File: config.mk
export PLATFORM = sky130hd
export DESIGN_NAME = pcab_bridge
export DESIGN_NICKNAME = d
export VERILOG_FILES = /design/src/rtl/pcab_pkg.sv /design/src/rtl/pcab_pin_if.sv /design/src/rtl/pcab_bridge.sv /design/src/rtl/pcab_pin_sync.sv
export SDC_FILE = /design/constraint.sdc
export NUM_CORES = 1
export LEC_CHECK = 0
export BUFFER_PORTS_ARGS = -buffer_cell sky130_fd_sc_hd__buf_2
export CORE_MARGIN = 2
export CORE_UTILIZATION = 60
export CTS_CLUSTER_DIAMETER = 150
export DETAILED_ROUTE_END_ITERATION = 6
export PLACE_DENSITY = 0.9
export SLEW_MARGIN = 25
export SYNTH_ARGS = -nofsm -noshare
export SYNTH_HDL_FRONTEND = slang
export SYNTH_SLANG_ARGS = --single-unit
File: constraint.sdc
create_clock -name ref_clk -period 6.1 [get_ports ref_clk]
set_input_delay 0.915 -clock ref_clk [delete_from_list [all_inputs] [get_ports ref_clk]]
set_output_delay 0.915 -clock ref_clk [all_outputs]
set_load 0.02 [all_outputs]
File: src/rtl/pcab_pkg.sv
package pcab_pkg;

	// Software-visible I/O ports
	localparam logic [15:0] PORT_TSEL = 16'h0cf8;
	localparam logic [15:0] PORT_DWIN = 16'h0cfc;

	// Target-select register layout and reset value
	localparam logic [31:0] TSEL_RESET = 32'h0000_0000;
	localparam logic [31:0] TSEL_WMASK = 32'h80ff_ffff;
	localparam int TSEL_EN_BIT = 31;
	localparam int TSEL_BUS_LSB = 16;
	localparam int TSEL_DEV_LSB = 11;
	localparam int TSEL_FUNC_LSB = 8;
	localparam int TSEL_REG_LSB = 2;
	localparam logic [1:0] CFG_TYPE0 = 2'h0;
	localparam logic [1:0] CFG_TYPE1 = 2'h1;
	localparam logic [4:0] IDSEL_MAX_DEV = 5'h14;

	// Bus command codes carried in the address phase
	localparam logic [3:0] CMD_SPECIAL = 4'h1;
	localparam logic [3:0] CMD_IO_RD = 4'h2;
	localparam logic [3:0] CMD_IO_WR = 4'h3;
	localparam logic [3:0] CMD_MEM_RD = 4'h6;
	localparam logic [3:0] CMD_MEM_WR = 4'h7;
	localparam logic [3:0] CMD_CFG_RD = 4'ha;
	localparam logic [3:0] CMD_CFG_WR = 4'hb;

	// Host request kinds and access sizes
	localparam logic [1:0] KIND_IO = 2'h0;
	localparam logic [1:0] KIND_MEM = 2'h1;
	localparam logic [1:0] KIND_SPECIAL = 2'h2;
	localparam logic [1:0] SIZE_8 = 2'h0;
	localparam logic [1:0] SIZE_16 = 2'h1;
	localparam logic [1:0] SIZE_32 = 2'h2;

	// Bus rate derived from the reference clock by a phase accumulator
	localparam int REF_MHZ = 40;
	localparam int BUS_MHZ = 33;
	localparam logic [5:0] ACC_STEP = 6'(BUS_MHZ);
	localparam logic [6:0] ACC_MOD = 7'(REF_MHZ);
	localparam logic [5:0] ACC_RESET = 6'h00;

	// Bus periods to wait for a target claim before master abort
	localparam logic [3:0] DEVSEL_WAIT = 4'h6;

	// Reference cycles before a target response has crossed the synchroniser
	localparam logic [2:0] SYNC_LAT = 3'h4;

	// Synchroniser idle value: bus lines float high
	localparam logic [33:0] PIN_RESET = 34'h3_ffff_ffff;

	typedef enum logic [2:0] {
		ST_IDLE = 3'b000,
		ST_ADDR = 3'b001,
		ST_DATA = 3'b010,
		ST_TURN = 3'b011,
		ST_DONE = 3'b100
	} pcab_state_t;

endpackage : pcab_pkg

File: src/rtl/pcab_pin_if.sv
`timescale 1ns/100ps
interface pcab_pin_if #(parameter int W = 34);
	logic [W-1:0] raw;
	logic [W-1:0] clean;
	modport sync (input raw, output clean);
	modport user (output raw, input clean);
endinterface : pcab_pin_if

File: src/rtl/pcab_bridge.sv
`timescale 1ns/100ps
module pcab_bridge (
	input wire logic ref_clk,
	input wire logic resetn,
	input wire logic host_req,
	input wire logic [1:0] host_kind,
	input wire logic host_wr,
	input wire logic [31:0] host_addr,
	input wire logic [1:0] host_size,
	input wire logic [7:0] host_len,
	input wire logic [31:0] host_wdata,
	output logic host_ack,
	output logic host_beat,
	output logic host_busy,
	output logic host_abort,
	output logic [31:0] host_rdata,
	output logic bus_clk,
	input wire logic [31:0] ad_in,
	output logic [31:0] ad_out,
	output logic ad_oe,
	output logic [3:0] cbe_out,
	output logic cbe_oe,
	output logic frame_n_out,
	output logic frame_oe,
	output logic irdy_n_out,
	output logic irdy_oe,
	input wire logic trdy_n_in,
	input wire logic devsel_n_in
);

	typedef struct packed {
		pcab_pkg::pcab_state_t st;
		logic [5:0] acc;
		logic bus_clk;
		logic [31:0] tsel;
		logic [31:0] addr;
		logic [3:0] cmd;
		logic [3:0] be;
		logic wr;
		logic [7:0] left;
		logic [3:0] wait_cnt;
		logic [2:0] lat;
		logic [31:0] ad_o;
		logic ad_oe;
		logic [3:0] cbe_o;
		logic cbe_oe;
		logic frame_n;
		logic frame_oe;
		logic irdy_n;
		logic irdy_oe;
		logic ack;
		logic beat;
		logic busy;
		logic abort;
		logic [31:0] rdata;
	} pcab_reg_t;

	pcab_reg_t r;
	pcab_reg_t n;
	pcab_pin_if #(.W(34)) pins ();
	logic [6:0] acc_sum;
	logic tick;
	logic [31:0] cfg_addr;
	logic [20:0] idsel;
	logic [3:0] io_be;
	logic trdy_ok;
	logic devsel_ok;
	logic [31:0] ad_seen;

	// Bus inputs enter through the three-stage synchroniser
	assign pins.raw = {ad_in, trdy_n_in, devsel_n_in};
	assign ad_seen = pins.clean[33:2];
	assign trdy_ok = ~pins.clean[1];
	assign devsel_ok = ~pins.clean[0];

	pcab_pin_sync #(.W(34), .INIT(pcab_pkg::PIN_RESET)) u_sync (
		.ref_clk(ref_clk),
		.resetn(resetn),
		.pins(pins)
	);

	// Configuration address built from the target-select register
	always_comb begin
		idsel = 21'h000000;
		if (r.tsel[15:11] <= pcab_pkg::IDSEL_MAX_DEV) begin
			idsel = 21'(21'h000001 << r.tsel[15:11]);
		end
		if (r.tsel[1:0] == pcab_pkg::CFG_TYPE1) begin
			cfg_addr = {8'h00, r.tsel[23:2], pcab_pkg::CFG_TYPE1};
		end else begin
			cfg_addr = {idsel, r.tsel[10:8], r.tsel[7:2], pcab_pkg::CFG_TYPE0};
		end
	end

	// width and low port bits to lanes
	always_comb begin
		case (host_size)
			pcab_pkg::SIZE_8: io_be = 4'(4'h1 << host_addr[1:0]);
			pcab_pkg::SIZE_16: io_be = 4'(4'h3 << host_addr[1:0]);
			default: io_be = 4'hf;
		endcase
	end

	// Sequencer and register file
	always_comb begin
		n = r;
		n.ack = 1'b0;
		n.beat = 1'b0;
		acc_sum = {1'b0, r.acc} + {1'b0, pcab_pkg::ACC_STEP};
		tick = acc_sum >= pcab_pkg::ACC_MOD;
		n.acc = tick ? 6'(acc_sum - pcab_pkg::ACC_MOD) : acc_sum[5:0];
		n.bus_clk = tick;
		// Stale strobes and data from the last beat are ignored until this runs out
		n.lat = (r.lat != 3'h0) ? 3'(r.lat - 3'h1) : 3'h0;
		case (r.st)
			pcab_pkg::ST_IDLE: begin
				n.busy = 1'b0;
				if (host_req) begin
					n.busy = 1'b1;
					n.abort = 1'b0;
					n.wr = host_wr;
					n.left = 8'h01;
					n.wait_cnt = 4'h0;
					n.be = io_be;
					n.st = pcab_pkg::ST_ADDR;
					case (host_kind)
						pcab_pkg::KIND_IO: begin
							n.addr = {16'h0000, host_addr[15:0]};
							n.cmd = host_wr ? pcab_pkg::CMD_IO_WR : pcab_pkg::CMD_IO_RD;
							if (host_addr[15:0] == pcab_pkg::PORT_TSEL && host_size[1]) begin
								n.st = pcab_pkg::ST_DONE;
								n.rdata = r.tsel;
								if (host_wr) begin
									n.tsel = host_wdata & pcab_pkg::TSEL_WMASK;
								end
							end else if (host_addr[15:2] == pcab_pkg::PORT_DWIN[15:2]
									&& r.tsel[pcab_pkg::TSEL_EN_BIT]) begin
								n.addr = cfg_addr;
								n.cmd = host_wr ? pcab_pkg::CMD_CFG_WR : pcab_pkg::CMD_CFG_RD;
							end
						end
						pcab_pkg::KIND_MEM: begin
							n.addr = {host_addr[31:2], 2'b00};
							n.cmd = host_wr ? pcab_pkg::CMD_MEM_WR : pcab_pkg::CMD_MEM_RD;
							n.be = 4'hf;
							n.left = (host_len == 8'h00) ? 8'h01 : host_len;
						end
						default: begin
							n.addr = 32'h0000_0000;
							n.cmd = pcab_pkg::CMD_SPECIAL;
							n.wr = 1'b1;
							n.be = 4'hf;
						end
					endcase
				end
			end
			pcab_pkg::ST_ADDR: begin
				if (tick) begin
					n.ad_o = r.addr;
					n.ad_oe = 1'b1;
					n.cbe_o = r.cmd;
					n.cbe_oe = 1'b1;
					n.frame_n = 1'b0;
					n.frame_oe = 1'b1;
					n.irdy_n = 1'b1;
					n.irdy_oe = 1'b1;
					n.st = pcab_pkg::ST_DATA;
				end
			end
			pcab_pkg::ST_DATA: begin
				if (tick) begin
					if (r.irdy_n) begin
						n.irdy_n = 1'b0;
						n.ad_o = host_wdata;
						n.ad_oe = r.wr;
						n.cbe_o = ~r.be;
						n.frame_n = (r.left == 8'h01);
						n.wait_cnt = 4'h0;
						n.lat = pcab_pkg::SYNC_LAT;
					end else if (r.lat == 3'h0 && devsel_ok && trdy_ok) begin
						n.beat = 1'b1;
						n.rdata = r.wr ? r.ad_o : ad_seen;
						n.irdy_n = 1'b1;
						n.left = 8'(r.left - 8'h01);
						n.addr = 32'(r.addr + 32'h4);
						if (r.left == 8'h01) begin
							n.ad_oe = 1'b0;
							n.cbe_oe = 1'b0;
							n.frame_n = 1'b1;
							n.st = pcab_pkg::ST_TURN;
						end
						// no new address phase, burst continues
					end else if (!devsel_ok) begin
						n.wait_cnt = 4'(r.wait_cnt + 4'h1);
						if (r.wait_cnt == pcab_pkg::DEVSEL_WAIT - 4'h1) begin
							n.abort = 1'b1;
							n.rdata = 32'hffff_ffff;
							n.irdy_n = 1'b1;
							n.frame_n = 1'b1;
							n.ad_oe = 1'b0;
							n.cbe_oe = 1'b0;
							n.st = pcab_pkg::ST_TURN;
						end
					end
				end
			end
			pcab_pkg::ST_TURN: begin
				if (tick) begin
					n.frame_oe = 1'b0;
					n.irdy_oe = 1'b0;
					n.st = pcab_pkg::ST_DONE;
				end
			end
			pcab_pkg::ST_DONE: begin
				n.ack = 1'b1;
				n.busy = 1'b0;
				n.st = pcab_pkg::ST_IDLE;
			end
			default: begin
				n.st = pcab_pkg::ST_IDLE;
			end
		endcase
	end

	always_ff @(posedge ref_clk or negedge resetn) begin
		if (!resetn) begin
			r <= '{st: pcab_pkg::ST_IDLE, acc: pcab_pkg::ACC_RESET, tsel: pcab_pkg::TSEL_RESET,
				left: 8'h00, wait_cnt: 4'h0, frame_n: 1'b1, irdy_n: 1'b1, cbe_o: 4'hf,
				default: '0};
		end else begin
			r <= n;
		end
	end

	// Outputs straight from the state register
	assign host_ack = r.ack;
	assign host_beat = r.beat;
	assign host_busy = r.busy;
	assign host_abort = r.abort;
	assign host_rdata = r.rdata;
	assign bus_clk = r.bus_clk;
	assign ad_out = r.ad_o;
	assign ad_oe = r.ad_oe;
	assign cbe_out = r.cbe_o;
	assign cbe_oe = r.cbe_oe;
	assign frame_n_out = r.frame_n;
	assign frame_oe = r.frame_oe;
	assign irdy_n_out = r.irdy_n;
	assign irdy_oe = r.irdy_oe;

endmodule : pcab_bridge

File: src/rtl/pcab_pin_sync.sv
`timescale 1ns/100ps
module pcab_pin_sync #(
	parameter int W = 34,
	parameter logic [W-1:0] INIT = '1
) (
	input wire logic ref_clk,
	input wire logic resetn,
	pcab_pin_if.sync pins
);

	typedef struct packed {
		logic [W-1:0] s1;
		logic [W-1:0] s2;
		logic [W-1:0] s3;
		logic [W-1:0] q;
	} pcab_sync_t;

	pcab_sync_t r;
	pcab_sync_t n;
	logic [W-1:0] agree;

	// Three-stage shift; a bit changes only once stages two and three agree
	always_comb begin
		agree = ~(r.s2 ^ r.s3);
		n = r;
		n.s1 = pins.raw;
		n.s2 = r.s1;
		n.s3 = r.s2;
		n.q = (r.q & ~agree) | (r.s3 & agree);
	end

	always_ff @(posedge ref_clk or negedge resetn) begin
		if (!resetn) begin
			r <= {INIT, INIT, INIT, INIT};
		end else begin
			r <= n;
		end
	end

	assign pins.clean = r.q;

endmodule : pcab_pin_sync

==> metrics <==
net count of the mapped netlist=1338; final standard cell area without fillers=15500 sq um; half-perimeter wire length of the detailed placement result=23500 um; Hold WC Path Type=input port to asynchronous set/reset pin; Hold Violations, Final=0; library cell occupying the most area in the post-synthesis netlist=sky130_fd_sc_hd__dfrtp_1; pin count of the biggest net entering global routing=161; worst hold slack=0.279 ns; clock network fraction of total power=25.9%; fmax=235 MHz; clk_lat worst skew=0.55 ns; router iterations before antenna repair=6; top-count cell post-synth=sky130_fd_sc_hd__dfrtp_1; CTS sink count=304; number of buffer and inverter instances along the worst setup path=2; total of buffers placed on input and output ports=192; top flip-flop cell by instance count after synthesis=sky130_fd_sc_hd__dfrtp_1; crit path cell chain=ha_1 > nand2_1 > xor2_1 > ha_1 > a41o_1 > and2_1 > clkinv_1 > and2_1 > o21ai_4 > buf_4 > mux2_4; CTS Root Cell=sky130_fd_sc_hd__clkbuf_16; worst vdd ir=0.326 mV; Max-slew headroom=28.5%; FFs w/ async S/R, synth=100%; net count of the finished layout=1444; RSZ-0062 raised after global routing=false; Static Leakage=0.00702 uW; kind of capture point of the worst setup path=register; number of buffers on the longest clock path=3; initial cell density of the core=60.8%; Antenna Nets Post-Route=0; start-to-end type of the worst setup path=register to register; final estimated routing congestion in global placement=0.954; die width=155 um; cell count after synthesis=1215; Total Wirelength=35400 um; count of different cell masters after synthesis=66; sequential fraction of the synthesis area=56.8%; internal power=4450 uW; summed instance area of the synthesized netlist=13700 sq um; net switching power=2650 uW; detailed-route DRC error count=0; sw frac=37.3%; Final Setup Violations=0; TritonCTS Buffers=30; number of H-tree levels=1; sequential share of power=41.6%; die boundary height=155 um; status=completed; wire length of the first global-routing pass=55300 um; fraction of layout cells with a size suffix above 1=35.5%; Power Density=459 nW/um^2; Layout Skew=0.0125 ns; Worst Path Arrival=4.68 ns; WP data required=6.53 ns; DR WL/cell=21.6 um; cell area after placement=14400 sq um; CTS tree=yes; Slowest-stage cell, CP=sky130_fd_sc_hd__o21ai_4; setup TNS=0 ns; vias after detailed routing=10130; average footprint of a synthesized cell=11.3 sq um; final critical delay including setup and external delays=4.25 ns; critical path's top delay family=compound AO/OA/AOI/OAI gates; fill cell total of the finished layout=1614; Slew Viols, Final=0; Largest stage delay, worst path=0.68 ns; Area Overhead vs Synth=12.7%; placed cell count=1572; cell types with the largest area share after synthesis=sky130_fd_sc_hd__dfrtp_1 (30%), sky130_fd_sc_hd__dfstp_2 (27%), sky130_fd_sc_hd__a21oi_1 (3.9%); slew of the pin with the lowest slew margin=1.07 ns; warnings from Yosys=0; number of synthesized flops with an enable pin=0; combinational cell fraction of total power=32.5%; Global Route Usage Sum=29.0%; number of rows created at floorplan=55; via count of the first global-routing pass=10237; count of max-cap constraint violations=0; commonest cells in the synthesized netlist=sky130_fd_sc_hd__dfrtp_1 (162), sky130_fd_sc_hd__dfstp_2 (142), sky130_fd_sc_hd__nand2_1 (136); top-area cell type share of the netlist area=29.6%; overall overflow remaining after global route=0; core box area=22600 sq um; quantity of hold-fixing buffers added after cts=0; initial drt markers=954; count of placed standard cells in the final layout, fillers left out=1636; path depth of the worst reg2reg path=11; highest fanout seen on the critical path=17; Setup Fix Bufs, Post-CTS=0; io pins=193; Startpoint Class=register; register clock-pin slew on the reported worst setup and hold paths=0.06 ns; number of synthesized register bits=304; critical path depth in cells=11; post-cts sizing count=0; area of the die=24100 sq um; initial antenna violation count=8; share of the clock period used by the worst path=69.7%; vias per cell=6.19
[worst paths after layout]
path | from | end | slack, ns
worst max-delay path | r[167] | host_rdata[28] | 1.85
worst min-delay path | resetn | r[89] | 0.28
worst max register to register | r[167] | host_rdata[28] | 1.85
worst min register to register | u_sync.n[89] | u_sync.n[55] | 0.35
max in group asynchronous | resetn | host_rdata[16] | 4.56
min in group ref_clk | u_sync.n[89] | u_sync.n[55] | 0.35
[final cells by class]
type	count	area, sq um	area share [%]
clock inverter	11	86.3	0.559
inverter	22	82.6	0.534
clock buffer	45	908	5.88
sequential	304	7790	50.4
antenna	6	15.0	0.0972
multi-input combinational	755	5090	32.9
tap	285	357	2.31
timing repair buffer	208	1130	7.29
[cell usage in the layout (no fill, tap or decap), types with 29 or more instances in the layout]
cell	n
sky130_fd_sc_hd__nor2_1	52
sky130_fd_sc_hd__clkbuf_16	31
sky130_fd_sc_hd__mux2_2	29
sky130_fd_sc_hd__buf_2	191
sky130_fd_sc_hd__maj3_1	34
sky130_fd_sc_hd__a22oi_1	37
sky130_fd_sc_hd__mux2_4	30
sky130_fd_sc_hd__mux2i_1	37
sky130_fd_sc_hd__nand2_1	136
sky130_fd_sc_hd__o21ai_0	58
sky130_fd_sc_hd__dfstp_2	142
sky130_fd_sc_hd__a21oi_1	108
sky130_fd_sc_hd__dfrtp_1	161
[layer usage]
metal / up-vias / global-route usage (%) / routed length (um)
li1: 4476 / - / -
met1: 5043 / 37.6 / 13900
met5: - / 0 / 24
met4: 4 / 10.4 / 1180
met2: 515 / 48.2 / 17100
met3: 92 / 6.88 / 3150
[metrics by stage]
| step | total power [uW] | setup WS, ns | utilization, % |
|---|---|---|---|
| 6_report | 7090 | 1.85 | 68.5 |
| 4_1_cts | 7090 | 1.89 | 68.2 |
| 5_1_grt | 7450 | 1.62 | 68.4 |
| 3_5_place_dp | 5220 | 1.92 | 63.8 |
| 2_1_floorplan | 4700 | 2.86 | - |
| 3_3_place_gp | 5100 | 2.10 | 63.8 |
[power by group through the flow]
stage | logic, uW | registers [uW] | clock network, uW
finish | 2300 | 2950 | 1840
global route | 2500 | 3000 | 1940
CTS | 2290 | 2930 | 1870
detailed placement | 2270 | 2950 | 0
global placement | 2170 | 2920 | 0
floorplan | 1920 | 2770 | 0
[kinds of logic (layout without fill, tap and decap cells)]
logic type,Yosys count,count (layout),synth area share [%]
mux,96,96,8.37
flops,304,304,56.8
xor+xnor,10,10,0.639
buf+inv,156,286,6.59
fa+ha+maj,43,43,3.30
compound gates,292,292,13.3
simple gates,314,314,11.1
other cells,0,6,0
(Power assumes the default switching activity.)
